$ cat config.mk
export PLATFORM = sky130hd
export DESIGN_NAME = hbs_top
export DESIGN_NICKNAME = d
export VERILOG_FILES = /design/src/inc/hbs_pkg.sv /design/src/inc/hbs_tick_if.sv /design/src/logic/hbs_tick_gen.sv /design/src/logic/hbs_top.sv
export VERILOG_INCLUDE_DIRS = /design/src /design/src/inc
export SDC_FILE = /design/constraint.sdc
export NUM_CORES = 1
export LEC_CHECK = 0
export BUFFER_PORTS_ARGS = -buffer_cell sky130_fd_sc_hd__buf_4
export CAP_MARGIN = 20
export CORE_MARGIN = 2
export CORE_UTILIZATION = 55
export DETAILED_ROUTE_END_ITERATION = 7
export PLACE_DENSITY = 0.88
export SETUP_SLACK_MARGIN = 0.3
export SLEW_MARGIN = 20
export SYNTH_ARGS = -nofsm -noshare
export SYNTH_HDL_FRONTEND = slang
export SYNTH_SLANG_ARGS = --single-unit
$ cat constraint.sdc
create_clock -name clk -period 2.9 [get_ports clk]
set_clock_uncertainty 0.15 [all_clocks]
set_input_delay 0.29 -clock clk [delete_from_list [all_inputs] [get_ports clk]]
set_output_delay 0.29 -clock clk [all_outputs]
set_load 0.02 [all_outputs]
$ cat src/inc/hbs_regs.svh
// Constants for the holding brake sequencer: setting limits, defaults, tick timing.
// Assumes inclusion by bare name from the package and the design modules.
`ifndef HBS_REGS_SVH
`define HBS_REGS_SVH

`define HBS_CLK_HZ            100000000
`define HBS_TICK_MS           1
`define HBS_TICK_CYCLES       (`HBS_CLK_HZ / 1000 * `HBS_TICK_MS)
`define HBS_SPEED_W           12
`define HBS_TIME_W            11
`define HBS_THRESH_MAX        12'h3e8
`define HBS_THRESH_DEF        12'h005
`define HBS_SB_DELAY_MAX      11'h7d0
`define HBS_SB_DELAY_DEF      11'h000
`define HBS_MB_WAIT_MAX       11'h7d0
`define HBS_MB_WAIT_DEF       11'h1f4
`define HBS_MB_SPEED_MAX      12'hbb8
`define HBS_MB_SPEED_DEF      12'h064
`define HBS_TIME_ZERO         11'h000
`define HBS_TIME_ONE          11'h001

`endif

$ cat src/inc/hbs_pkg.sv
// Types shared by the holding brake sequencer files.
// Assumes hbs_regs.svh is on the include path.
`include "hbs_regs.svh"

package hbs_pkg;

    // Sequencer states
    typedef enum logic [2:0] {
        HBS_IDLE    = 3'b000,
        HBS_RUN     = 3'b001,
        HBS_HOLD    = 3'b010,
        HBS_COAST   = 3'b011
    } hbs_state_e;

    typedef logic [`HBS_SPEED_W-1:0] hbs_speed_t;
    typedef logic [`HBS_TIME_W-1:0]  hbs_time_t;

endpackage

$ cat src/inc/hbs_tick_if.sv
// Carrier between the top sequencer and its millisecond tick divider.
// Assumes both ends share the one system clock.
`timescale 1ns/1ps

interface hbs_tick_if;
    logic clear;    // Restart the divider phase
    logic tick;     // One-cycle pulse each millisecond

    modport src (input clear, output tick);
    modport dst (output clear, input tick);
endinterface

$ cat src/logic/hbs_tick_gen.sv
// Millisecond tick divider for the holding brake sequencer.
// Assumes a free-running clk at the rate given in hbs_regs.svh.
`timescale 1ns/1ps
`include "hbs_regs.svh"

module hbs_tick_gen
    import hbs_pkg::*;
#(
    parameter int TICK_CYCLES = `HBS_TICK_CYCLES
) (
    input  wire logic clk,
    input  wire logic rst,
    hbs_tick_if.src   tk
);

    // ****************************************************************
    // Divider
    // ****************************************************************
    logic [31:0] count;    // Cycles since last tick

    // Restart on clear so the first ms of a sequence is a full one
    always_ff @(posedge clk) begin
        if (rst || tk.clear) begin
            count   <= 32'h0;
            tk.tick <= 1'b0;
        end else if (count == 32'(TICK_CYCLES - 1)) begin
            count   <= 32'h0;
            tk.tick <= 1'b1;
        end else begin
            count   <= count + 32'h1;
            tk.tick <= 1'b0;
        end
    end

endmodule

$ cat src/logic/hbs_top.sv
// Holding brake sequencer: servo-off excitation and brake release timing.
// Assumes speed and settings come from logic on clk; enable comes from a pin.
`timescale 1ns/1ps
`include "hbs_regs.svh"

module hbs_top
    import hbs_pkg::*;
#(
    parameter int TICK_CYCLES = `HBS_TICK_CYCLES
) (
    input  wire logic       clk,
    input  wire logic       rst,
    input  wire logic       servo_enable_in,
    input  wire hbs_speed_t speed_abs,
    input  wire logic       cfg_load,
    input  wire hbs_speed_t cfg_standstill_speed_threshold,
    input  wire hbs_time_t  cfg_standstill_brake_delay,
    input  wire hbs_time_t  cfg_motion_brake_wait_time,
    input  wire hbs_speed_t cfg_motion_brake_action_speed,
    output logic            excite_out,
    output logic            brake_release_out,
    output logic            stop_moving,
    output hbs_speed_t      standstill_speed_threshold,
    output hbs_time_t       standstill_brake_delay,
    output hbs_time_t       motion_brake_wait_time,
    output hbs_speed_t      motion_brake_action_speed
);

    // ****************************************************************
    // Helpers
    // ****************************************************************

    // Clamp a speed setting to its documented top
    function automatic hbs_speed_t clamp_speed(input hbs_speed_t v, input hbs_speed_t lim);
        clamp_speed = (v > lim) ? lim : v;
    endfunction

    // Clamp a time setting to its documented top
    function automatic hbs_time_t clamp_time(input hbs_time_t v, input hbs_time_t lim);
        clamp_time = (v > lim) ? lim : v;
    endfunction

    // ****************************************************************
    // Settings
    // ****************************************************************

    // Out-of-range writes are clamped, not rejected, so the value is always usable
    always_ff @(posedge clk) begin
        if (rst) begin
            standstill_speed_threshold <= `HBS_THRESH_DEF;
            standstill_brake_delay     <= `HBS_SB_DELAY_DEF;
            motion_brake_wait_time     <= `HBS_MB_WAIT_DEF;
            motion_brake_action_speed  <= `HBS_MB_SPEED_DEF;
        end else if (cfg_load) begin
            standstill_speed_threshold <= clamp_speed(cfg_standstill_speed_threshold,
                                                      `HBS_THRESH_MAX);
            standstill_brake_delay     <= clamp_time(cfg_standstill_brake_delay,
                                                     `HBS_SB_DELAY_MAX);
            motion_brake_wait_time     <= clamp_time(cfg_motion_brake_wait_time,
                                                     `HBS_MB_WAIT_MAX);
            motion_brake_action_speed  <= clamp_speed(cfg_motion_brake_action_speed,
                                                      `HBS_MB_SPEED_MAX);
        end
    end

    // ****************************************************************
    // Enable synchroniser
    // ****************************************************************
    logic en_meta;    // First stage, read only by en_sync
    logic en_sync;    // Second stage
    logic en_prev;    // Delayed copy for edge detect

    // Enable is a pin; two flops before any logic sees it
    always_ff @(posedge clk) begin
        if (rst) begin
            en_meta <= 1'b0;
            en_sync <= 1'b0;
            en_prev <= 1'b0;
        end else begin
            en_meta <= servo_enable_in;
            en_sync <= en_meta;
            en_prev <= en_sync;
        end
    end

    logic en_fall;    // Enable just went off
    assign en_fall = en_prev && !en_sync;

    // ****************************************************************
    // Millisecond tick
    // ****************************************************************
    hbs_tick_if tk ();

    assign tk.clear = en_fall;

    hbs_tick_gen #(
        .TICK_CYCLES (TICK_CYCLES)
    ) u_tick (
        .clk (clk),
        .rst (rst),
        .tk  (tk)
    );

    // ****************************************************************
    // Sequencer
    // ****************************************************************
    hbs_state_e state;       // Current state
    hbs_time_t  remain;      // Milliseconds left in the delay
    logic       moving;      // Speed above threshold at the fall

    assign moving = speed_abs > standstill_speed_threshold;

    logic timer_done;        // Delay exhausted, counting the current tick
    assign timer_done = (remain == `HBS_TIME_ZERO) ||
                        (tk.tick && remain == `HBS_TIME_ONE);

    // State and delay counter
    always_ff @(posedge clk) begin
        if (rst) begin
            state  <= HBS_IDLE;
            remain <= `HBS_TIME_ZERO;
        end else begin
            case (state)
                HBS_IDLE: begin
                    // Idle: wait for enable
                    if (en_sync) begin
                        state <= HBS_RUN;
                    end
                end
                HBS_RUN: begin
                    if (en_fall) begin
                        if (moving) begin
                            state  <= HBS_COAST;
                            remain <= motion_brake_wait_time;
                        end else begin
                            state  <= HBS_HOLD;
                            remain <= standstill_brake_delay;
                        end
                    end
                end
                HBS_HOLD: begin
                    // Enable back mid-sequence aborts and clears the delay
                    if (en_sync) begin
                        state  <= HBS_RUN;
                        remain <= `HBS_TIME_ZERO;
                    end else if (timer_done) begin
                        state  <= HBS_IDLE;
                        remain <= `HBS_TIME_ZERO;
                    end else if (tk.tick) begin
                        remain <= remain - `HBS_TIME_ONE;
                    end
                end
                HBS_COAST: begin
                    if (en_sync) begin
                        state  <= HBS_RUN;
                        remain <= `HBS_TIME_ZERO;
                    end else if (timer_done ||
                                 speed_abs <= motion_brake_action_speed) begin
                        state  <= HBS_IDLE;
                        remain <= `HBS_TIME_ZERO;
                    end else if (tk.tick) begin
                        remain <= remain - `HBS_TIME_ONE;
                    end
                end
                default: begin
                    state  <= HBS_IDLE;
                    remain <= `HBS_TIME_ZERO;
                end
            endcase
        end
    end

    // ****************************************************************
    // Outputs
    // ****************************************************************
    hbs_state_e next_state_out;    // State the outputs will follow
    always_comb begin
        next_state_out = state;
        if (state == HBS_RUN && en_fall) begin
            next_state_out = moving ? HBS_COAST : HBS_HOLD;
        end
    end

    // Registered outputs; brake release drops only when the sequence ends
    always_ff @(posedge clk) begin
        if (rst) begin
            excite_out        <= 1'b0;
            brake_release_out <= 1'b0;
            stop_moving       <= 1'b0;
        end else begin
            // Excitation kept through the standstill hold, cut at once when moving
            excite_out        <= (state == HBS_RUN && !(en_fall && moving)) ||
                                 (state == HBS_HOLD);
            // Relay coil on keeps the brake released
            brake_release_out <= (state == HBS_RUN) || (state == HBS_HOLD) ||
                                 (state == HBS_COAST);
            stop_moving       <= (next_state_out == HBS_COAST);
        end
    end

endmodule
==> flow_metrics.py, run 1 <==
metrics = {
    "synth": {
        "synth-seq-cells": 98,
        "syn_area_per_cell_um2": 8.685,
        "ys_seq_area_frac": 0.3810,
        "yosysTopAreaCell": "dfxtp_1",
        "synthArstFlopShare": 0,
        "synth.area.top_cells": "dfxtp_1, nor2_1, ha_1, xnor2_1, inv_1",
        "netlist.area_leader.share": 0.3810,
        "ys_dominant_reg_cell": "dfxtp_1",
        "netlist_area_um2": 5150,
        "synth-edff-count": 0,
        "ys.warnings.count": 0,
        "synth_cell_types": 67,
        "synthCells": 593,
        "syn-num-nets": 683,
    },
    "global_route": {
        "antenna_found_initial": 0,
        "grt_max_degree": 70,
        "grt_pass1_vias": 4744,
        "track_usage": 0.2762,
        "grt_pass1_wl_um": 22360,
        "grt_overflow": 0,
    },
    "min_path": {
        "worstHoldPathType": "input pin to flop",
    },
    "sta": {
        "rsz0062_at_grt": "true",
        "tns_ns": 0,
        "max_slew_margin": 0.5000,
        "fmax_mhz": 397.0,
        "setup_viol": 0,
        "worst_slew_pin_slew_ns": 0.7449,
        "maxSlewViolCount": 0,
        "finalHoldViolCount": 0,
        "fin_crit_ns": 2.519,
        "finalCritPeriodShare": 0.8686,
    },
    "clock_tree": {
        "cts_tree": "yes",
        "numCtsBuffers": 9,
        "clock_sinks": 98,
        "clkLatencyLatePin_ns": 0.37,
        "cts.path.max_buffers": 2,
        "cts_root_buf": "clkbuf_8",
        "clk_pin_slew_worst_paths_ns": 0.09,
        "htreeDepth": 3,
    },
    "detailed_routing": {
        "drt-initial-drc-count": 302,
        "ant_nets": 0,
        "dr_total_vias": 4989,
        "wl_um": 14030,
        "firstDrtPassIters": 7,
        "vias_per_cell": 6.069,
        "drc": 0,
        "wl_per_cell_um": 17.07,
    },
    "flow_run": {
        "maxCapViolations": 0,
    },
    "floorplanning": {
        "die_w_um": 100.8,
        "io_pins": 111,
        "num_rows": 35,
        "core_um2": 9153,
        "dieArea_um2": 10150,
        "die_h_um": 100.8,
        "start_util": 0.5627,
    },
    "finish": {
        "layout_commonest_cell": "buf_4",
        "layout-drive-gt1-share": 0.2278,
        "syn2layout_area_growth_pct": 23.79,
        "layout.nets": 796,
        "diodes": 0,
        "mostFrequentLayoutCells": "buf_4, dfxtp_1, nor2_1",
        "final_cell_area_um2": 6375,
    },
    "critical_path": {
        "worstSetupPathType": "flop to flop",
        "arrival_ns": 2.60,
        "critPathMaxFanout": 16,
        "cp-start-kind": "flop",
        "cp-end-kind": "flop",
        "crit_required_ns": 2.99,
    },
    "run_status": {
        "status": "complete, no violations",
    },
    "power": {
        "vdd_drop_max_mv": 0.2867,
        "p_leak_nw": 2.682,
        "total_power_mw": 2.752,
        "power_density_nw_per_um2": 431.7,
    },
    "placement": {
        "placed_area_um2": 6045,
        "dp_hpwl_um": 10210,
        "place.gp.congestion": 0.9194,
        "io_buffers": 110,
    },
}
[area by class of cell]
| class | count | area [um2] |
|---|---|---|
| clock buffer | 13 | 168.9 |
| clock inverter | 3 | 22.52 |
| fill | 686 | 2778 |
| inverter | 43 | 161.4 |
| multi-input combinational | 426 | 2933 |
| sequential | 98 | 1962 |
| tap | 111 | 138.9 |
| timing repair buffer | 128 | 988.4 |
[synthesized netlist by cell type (all sizes together) (2+ instances only)]
library cell,count
and4,7
a21oi,20
nor2,97
clkbuf,15
and3,3
nor3,22
a221oi,7
a211oi,12
a211o,3
nor4,14
or3,5
a31oi,4
ha,28
a221o,4
a22o,7
nand2b,3
o21ai,14
dfxtp,98
xor2,6
nor2b,10
or2,3
buf,11
xnor2,26
o211ai,4
mux2i,15
nand3b,2
nand3,25
inv,43
nand4b,4
a22oi,6
o22ai,5
or4,3
nor3b,6
nand2,25
o21bai,3
nand4,15
a21o,2
[per-layer routing]
layer / up-vias / global-route usage / wire, um
li1: 2338 / - / -
met1: 2389 / 0.3477 / 5788
met2: 212 / 0.4708 / 6902
met3: 50 / 0.03606 / 817
met4: 0 / 0.1243 / 525
met5: - / 0 / 0
[report_power, final]
part	internal (mW)	switching, mW	total [mW]
logic	0.211	0.249	0.460
registers	1.39	0.0462	1.44
clock network	0.385	0.469	0.854
total	1.99	0.764	2.75
[critical path: stages, from the launching register on]
cell and delay (ns):
dfxtp_1 0.38, inv_1 0.06, ha_1 0.29, nand4_1 0.21
or4_1 0.57, nand4b_1 0.19, a21oi_4 0.11, o21ai_0 0.27
o21ai_0 0.16
[kinds of logic after synthesis]
group / count (synthesis) / synth area share
simple gates: 247 / 0.2660
compound gates: 103 / 0.1470
flops: 98 / 0.3810
buf+inv: 69 / 0.05223
xor+xnor: 32 / 0.05442
fa+ha+maj: 28 / 0.06803
mux: 16 / 0.03134
[per-stage QoR]
stage / util / setup WS [ns] / hold slack, ns / cells
after global routing: 0.6965 / 0.2501 / 0.001517 / 822
after detailed placement: 0.6604 / 0.2614 / 0.2864 / 793
after floorplan: - / 0.5321 / 0.2624 / 593
after CTS: 0.6931 / 0.4038 / 0.0008480 / 819
after global placement: 0.6604 / 0.4100 / 0.2788 / 793
final: 0.6965 / 0.3810 / 0.003615 / 822
[registers in the layout (all words and copies together) (netlist names)]
signal,flops
u_tick.tk.tick,1
standstill_speed_threshold,12
brake_release_out,1
state,2
remain,11
stop_moving,1
standstill_brake_delay,11
en_meta,1
en_prev,1
motion_brake_action_speed,12
en_sync,1
motion_brake_wait_time,11
excite_out,1
u_tick.count,32
[final timing paths]
check / to / depth (start not counted) / startpoint / slack, ns
setup reg to reg: remain[3] / 8 / motion_brake_action_speed[11] / 0.38
setup / recovery: remain[3] / 8 / motion_brake_action_speed[11] / 0.38
hold reg to reg: u_tick.count[0] / 1 / u_tick.count[0] / 0.30
hold / removal: en_meta / 2 / servo_enable_in / 0.004
[timing repair]
action                                  CTS  global route
endpoints found under the setup margin    1             5
hold buffers                             10             1
buffers inserted                          0             2
gates resized for setup                   1             2
pin swaps                                 0             2
hold endpoints to repair                 10             1
No activity file was read; power rests on OpenSTA's default activity.
==> run 2: changes to the inputs <==
--- a/config.mk
+++ b/config.mk
@@ -11,9 +11,10 @@
 export CORE_MARGIN = 2
 export CORE_UTILIZATION = 55
 export DETAILED_ROUTE_END_ITERATION = 7
-export PLACE_DENSITY = 0.88
+export PLACE_DENSITY = 0.89
 export SETUP_SLACK_MARGIN = 0.3
 export SLEW_MARGIN = 20
 export SYNTH_ARGS = -nofsm -noshare
 export SYNTH_HDL_FRONTEND = slang
+export SYNTH_HIERARCHICAL = 1
 export SYNTH_SLANG_ARGS = --single-unit
==> run 2 against run 1 <==
Net effect: clock-buffer cell count decreased by 3; combinational power is 2% lower; register-to-register slack hardly changed; highest routed layer unchanged; worst hold slack better by 0.012 ns; flip-flop and latch count did not move; wire length increased by 1.9%; area after synthesis shrank 0.75%; setup slack lost 0.0026 ns; via count up 2.5%; die area fell by 0.72%; largest cell class unchanged.
==> flow_metrics.py, run 2 <==
metrics = {
    "critical_path": {
        "crit_required_ns": 3.03,
        "cp-end-kind": "flop",
        "cpLargestDelayFamily": "compound AO/OA/AOI/OAI gates",
        "arrival_ns": 2.65,
        "critical_path_depth": 10,
        "worstSetupPathType": "flop to flop",
        "cpPeakStageDelay_ns": 0.43,
        "slowest_stage": "or3_4",
        "r2r_cells": 10,
        "critPathMaxFanout": 6,
        "cp-start-kind": "flop",
        "path_buf_inv": 3,
        "path_cells": "inv_1 > ha_1 > nand4_1 > or3_4 > o2bb2ai_1 > a211oi_2 > buf_6 > buf_4 > a21oi_1 > o211ai_1",
    },
    "placement": {
        "place.gp.congestion": 0.9749,
        "placed_area_um2": 6023,
        "io_buffers": 110,
        "dp_hpwl_um": 10110,
    },
    "finish": {
        "diodes": 0,
        "final_util": 0.7118,
        "syn2layout_area_growth_pct": 26.85,
        "final_cell_area_um2": 6484,
        "largest_reg_flops": 32,
        "biggestRegsByFlops": "u_tick/count (32), motion_brake_action_speed (12), standstill_speed_threshold (12)",
        "largest-register": "u_tick/count",
        "layout_commonest_cell": "buf_4",
        "layout-drive-gt1-share": 0.2312,
        "layout.nets": 804,
        "mostFrequentLayoutCells": "buf_4, dfxtp_1, nor2_1",
    },
    "floorplanning": {
        "die_h_um": 100.4,
        "core_um2": 9109,
        "start_util": 0.5611,
        "num_rows": 35,
        "dieArea_um2": 10080,
        "die_w_um": 100.4,
        "io_pins": 111,
    },
    "synth": {
        "syn-num-nets": 684,
        "ys_dominant_reg_cell": "dfxtp_1",
        "synthArstFlopShare": 0,
        "netlist_area_um2": 5111,
        "yosysMostFrequentCell": "dfxtp_1",
        "ys.warnings.count": 6,
        "synth_cell_types": 65,
        "synth-edff-count": 0,
        "yosysTopAreaCell": "dfxtp_1",
        "synth_common_cells": "dfxtp_1, nor2_1, a21oi_1",
        "netlist.area_leader.share": 0.3838,
        "synthCells": 594,
        "syn_area_per_cell_um2": 8.605,
        "synth-seq-cells": 98,
        "ys_seq_area_frac": 0.3838,
        "synth.area.top_cells": "dfxtp_1, ha_1, a21oi_1, nor2_1, nand3_1",
    },
    "clock_tree": {
        "cts_root_buf": "clkbuf_8",
        "clock_sinks": 98,
        "numCtsBuffers": 9,
        "cts_tree": "yes",
        "cts.path.max_buffers": 2,
        "clkLatencyLatePin_ns": 0.36,
        "htreeDepth": 3,
        "clk_pin_slew_worst_paths_ns": 0.10,
    },
    "detailed_routing": {
        "dr_total_vias": 5115,
        "wl_per_cell_um": 17.24,
        "ant_nets": 0,
        "drt-initial-drc-count": 239,
        "firstDrtPassIters": 4,
        "drc": 0,
        "vias_per_cell": 6.170,
        "wl_um": 14290,
    },
    "sta": {
        "fmax_mhz": 396.6,
        "rsz0062_at_grt": "false",
        "maxSlewViolCount": 0,
        "setup_viol": 0,
        "max_slew_margin": 0.3031,
        "worst_slew_pin_slew_ns": 1.045,
        "tns_ns": 0,
        "fin_crit_ns": 2.522,
        "finalCritPeriodShare": 0.8695,
        "finalHoldViolCount": 0,
        "timing.hold.ws_ns": 0.01548,
    },
    "global_route": {
        "grt_pass1_vias": 4935,
        "grt_util_met3": 0.05571,
        "use_met1": 0.3179,
        "met2_usage": 0.4812,
        "grt_busiest_layer": "met2",
        "grt_max_degree": 43,
        "track_usage": 0.2727,
        "grt_pass1_wl_um": 22340,
        "antenna_found_initial": 0,
        "grt_overflow": 0,
    },
    "power": {
        "power_density_nw_per_um2": 465.0,
        "power_frac_clock": 0.373,
        "p_leak_nw": 2.671,
        "p_int_mw": 2.261,
        "power_frac_seq": 0.478,
        "p_switching_uw": 753.9,
        "vdd_drop_max_mv": 0.2455,
        "sw_frac_of_total": 0.2500,
        "combPwrFrac": 0.150,
    },
    "min_path": {
        "hold_depth": 3,
        "worstHoldPathType": "input pin to flop",
    },
    "flow_run": {
        "maxCapViolations": 0,
    },
    "run_status": {
        "status": "complete, no violations",
    },
}
==> run 2: changes by cell type in the layout (fill, tap and decap cells not counted), moves of 5 or more <==
cell,change
nor2_1,-40
a21oi_1,+26
xnor2_1,-16
nand3_1,+15
nand2_1,+11
o31ai_1,+10
or4_1,+9
inv_1,-6
nand4_1,+6
a221oi_1,-5
nor3_1,-5
nor3_2,-5
==> run 2: per-stage QoR <==
stage / setup WS (ns) / total power, mW / cells
6_report: 0.3784 / 3.015 / 829
5_1_grt: 0.3292 / 3.112 / 829
4_1_cts: 0.3560 / 3.010 / 823
3_5_place_dp: 0.4050 / 1.893 / 795
3_3_place_gp: 0.5259 / 1.875 / 795
2_1_floorplan: 0.4958 / 1.688 / 594
==> run 2: logic make-up after synthesis <==
group | Yosys count | share of synthesized area
buffers and inverters | 66 | 0.05239
AOI/OAI and AO/OA | 141 | 0.1944
and+or+nand+nor | 231 | 0.2455
adders and majority gates | 28 | 0.06854
xor gates and xnor gates | 16 | 0.02742
muxes | 14 | 0.02791
DFF | 98 | 0.3838
==> run 2: power by group through the flow <==
| stage | registers, mW | logic (mW) | clock network, mW |
|---|---|---|---|
| CTS | 1.44 | 0.442 | 1.13 |
| finish | 1.44 | 0.451 | 1.12 |
| floorplan | 1.50 | 0.184 | 0 |
| global placement | 1.47 | 0.408 | 0 |
| detailed placement | 1.47 | 0.424 | 0 |
| global route | 1.45 | 0.484 | 1.18 |
==> run 2: layer usage <==
layer  routed length [um]  part of all wire  vias to the layer above
met5                    0                 0                        -
met4                  416             0.029                        0
met3                  837             0.059                       40
met2                 7188              0.50                      194
met1                 5851              0.41                     2443
li1                     -                 -                     2438
==> run 2: worst paths after layout <==
kind,from,to,slack [ns]
min,cfg_motion_brake_wait_time[6],motion_brake_wait_time[6],0.02
min reg2reg,en_meta,en_sync,0.30
max reg2reg,motion_brake_action_speed[10],remain[10],0.38
max,motion_brake_action_speed[10],remain[10],0.38
==> run 2: worst reg2reg max path, delay by kind of cell, from the launching register on <==
kind,cells,cell delay [ns]
buf+inv,3,0.35
fa+ha+maj,1,0.29
compound gates,4,0.70
simple gates,2,0.57
flops,1,0.37
==> run 2: timing repair <==
item | in CTS | in global routing
hold buffers | 13 | 0
gates resized for setup | 0 | 6
setup buffers | 0 | 6
setup endpoints to repair | 0 | 3
endpoints found under the hold margin | 13 | 0
==> run 2: cell type report <==
class | instances | area, um2
tap | 111 | 138.9
timing repair buffer | 137 | 1090
fill | 651 | 2625
multi-input combinational | 430 | 2892
clock buffer | 10 | 127.6
clock inverter | 5 | 127.6
sequential | 98 | 1966
inverter | 38 | 142.6
==> run 3: changes to the inputs <==
--- a/config.mk
+++ b/config.mk
@@ -9,12 +9,13 @@
 export BUFFER_PORTS_ARGS = -buffer_cell sky130_fd_sc_hd__buf_4
 export CAP_MARGIN = 20
 export CORE_MARGIN = 2
-export CORE_UTILIZATION = 55
+export CORE_UTILIZATION = 57
+export CTS_BUF_LIST = sky130_fd_sc_hd__clkbuf_8
 export DETAILED_ROUTE_END_ITERATION = 7
-export PLACE_DENSITY = 0.89
+export PLACE_DENSITY = 0.91
 export SETUP_SLACK_MARGIN = 0.3
+export SKIP_LAST_GASP = 1
 export SLEW_MARGIN = 20
 export SYNTH_ARGS = -nofsm -noshare
 export SYNTH_HDL_FRONTEND = slang
-export SYNTH_HIERARCHICAL = 1
 export SYNTH_SLANG_ARGS = --single-unit
==> run 3 against run 2 <==
Net effect: global-route usage increased by 2.6 points; worst hold slack got worse by 0.012 ns; register-to-register slack improved by 0.05 ns; clock power decreased by 28%; first-iteration DRC count increased by 30%; critical path depth decreased by 2; flip-flop and latch count unchanged; fmax increased by 1.9%; largest cell class unchanged.
==> flow_metrics.py, run 3 (synthesis results as in run 1) <==
metrics = {
    "sta": {
        "setup_ws_ns": 0.4265,
        "fin_crit_ns": 2.474,
        "tns_ns": 0,
        "worst_slew_pin_slew_ns": 0.8205,
        "finalCritPeriodShare": 0.8529,
        "finalHoldViolCount": 0,
        "fmax_mhz": 404.3,
        "maxSlewViolCount": 0,
        "setup_viol": 0,
        "max_slew_margin": 0.4493,
        "rsz0062_at_grt": "true",
    },
    "detailed_routing": {
        "dr_total_vias": 4958,
        "wl_um": 14450,
        "firstDrtPassIters": 6,
        "drt-initial-drc-count": 310,
        "ant_nets": 0,
        "wl_per_cell_um": 17.58,
        "vias_per_cell": 6.032,
        "drc": 0,
    },
    "finish": {
        "mostFrequentLayoutCells": "buf_4, dfxtp_1, nor2_1",
        "layout_commonest_cell": "buf_4",
        "fin_cells": 822,
        "layout-drive-gt1-share": 0.2255,
        "diodes": 0,
        "largest_reg_flops": 32,
        "final_cell_area_um2": 6381,
        "layout.nets": 799,
        "biggestRegsByFlops": "u_tick.count (32), motion_brake_action_speed (12), standstill_speed_threshold (12)",
        "syn2layout_area_growth_pct": 23.91,
        "largest-register": "u_tick.count",
    },
    "global_route": {
        "grt_pass1_vias": 4782,
        "track_usage": 0.2986,
        "grt_max_degree": 70,
        "antenna_found_initial": 0,
        "grt_overflow": 0,
        "grt_pass1_wl_um": 23600,
    },
    "power": {
        "power_density_nw_per_um2": 424.0,
        "vdd_drop_max_mv": 0.2701,
        "p_leak_nw": 2.689,
    },
    "run_status": {
        "status": "complete, no violations",
    },
    "clock_tree": {
        "clk_pin_slew_worst_paths_ns": 0.09,
        "cts_root_buf": "clkbuf_8",
        "clock_sinks": 98,
        "htreeDepth": 3,
        "clkLatencyLatePin_ns": 0.37,
        "cts.path.max_buffers": 2,
        "cts_tree": "yes",
        "numCtsBuffers": 9,
    },
    "floorplanning": {
        "io_pins": 111,
        "start_util": 0.5905,
        "die_w_um": 99.05,
        "core_um2": 8721,
        "die_h_um": 99.05,
        "num_rows": 34,
        "dieArea_um2": 9811,
    },
    "critical_path": {
        "cpPeakStageDelay_ns": 0.58,
        "crit_required_ns": 2.97,
        "cpLargestDelayFamily": "simple AND/OR/NAND/NOR gates",
        "critPathMaxFanout": 14,
        "path_buf_inv": 1,
        "slowest_stage": "or4_1",
        "cp-start-kind": "flop",
        "cp-end-kind": "flop",
        "worstSetupPathType": "flop to flop",
        "path_cells": "inv_1 > ha_1 > nand4_1 > or4_1 > nand4b_1 > a21oi_4 > a221oi_1 > o22ai_1",
        "arrival_ns": 2.54,
    },
    "placement": {
        "pre_cts_slack_ns": 0.2604,
        "dp_hpwl_um": 10520,
        "placed_area_um2": 6041,
        "dp.cells": 790,
        "io_buffers": 110,
        "place.gp.congestion": 0.9471,
    },
    "min_path": {
        "worstHoldPathType": "input pin to flop",
    },
    "flow_run": {
        "maxCapViolations": 0,
    },
}
-- run 3: cell count changes in the layout (fill, tap and decap cells not counted), sizes merged, moves of 7 or more --
cell | previous run | this run
xnor2 | 10 | 26
a21oi | 43 | 20
nand2 | 36 | 25
or4 | 15 | 3
nand3 | 40 | 25
nor3 | 12 | 22
nor2 | 56 | 97
inv | 37 | 46
o31ai | 12 | 1
buf | 124 | 117
-- run 3: metal layers --
layer / share of wire / track usage
met5: 0 / 0
met4: 0.044 / 0.1307
met3: 0.055 / 0.04255
met2: 0.50 / 0.5068
met1: 0.40 / 0.3776
-- run 3: report_power, final --
part	internal, mW	switching [mW]	total, mW
Combinational	0.214	0.251	0.465
Clock	0.330	0.471	0.801
Sequential	1.39	0.0478	1.44
Total	1.94	0.770	2.71
-- run 3: path summary, 6_finish.rpt --
| check | start | to | slack (ns) | cells after the start |
|---|---|---|---|---|
| min | cfg_motion_brake_wait_time[1] | motion_brake_wait_time[1] | 0.003 | 2 |
| min reg2reg | u_tick.count[0] | u_tick.count[0] | 0.31 | 1 |
| max reg2reg | motion_brake_action_speed[11] | remain[6] | 0.43 | 8 |
| max | motion_brake_action_speed[11] | remain[6] | 0.43 | 8 |
-- run 3: repair_timing --
item                                   in CTS  in global routing
endpoints found under the hold margin      13                  1
buffers inserted                            0                  2
cloned                                      0                  0
hold buffers                               13                  1
pin swaps                                   0                  1
resized for setup                           1                  2
setup endpoints to repair                   1                  4
-- run 3: cell type report --
| cell class | count | area, um2 |
|---|---|---|
| clock buffers | 10 | 137.6 |
| clock inverters | 6 | 33.78 |
| fillers | 637 | 2340 |
| inverters | 43 | 161.4 |
| multi-input cells | 426 | 2933 |
| flip-flops and latches | 98 | 1962 |
| well taps | 108 | 135.1 |
| repair buffers | 131 | 1018 |
-- run 3: per-stage QoR --
stage               utilization  total power [mW]  hold slack [ns]
floorplan                     -             1.697           0.2624
global placement         0.6927             1.887           0.2775
detailed placement       0.6927             1.907           0.2995
CTS                      0.7281             2.699         0.001731
global route             0.7317             2.802        0.0003783
finish                   0.7317             2.706         0.003472
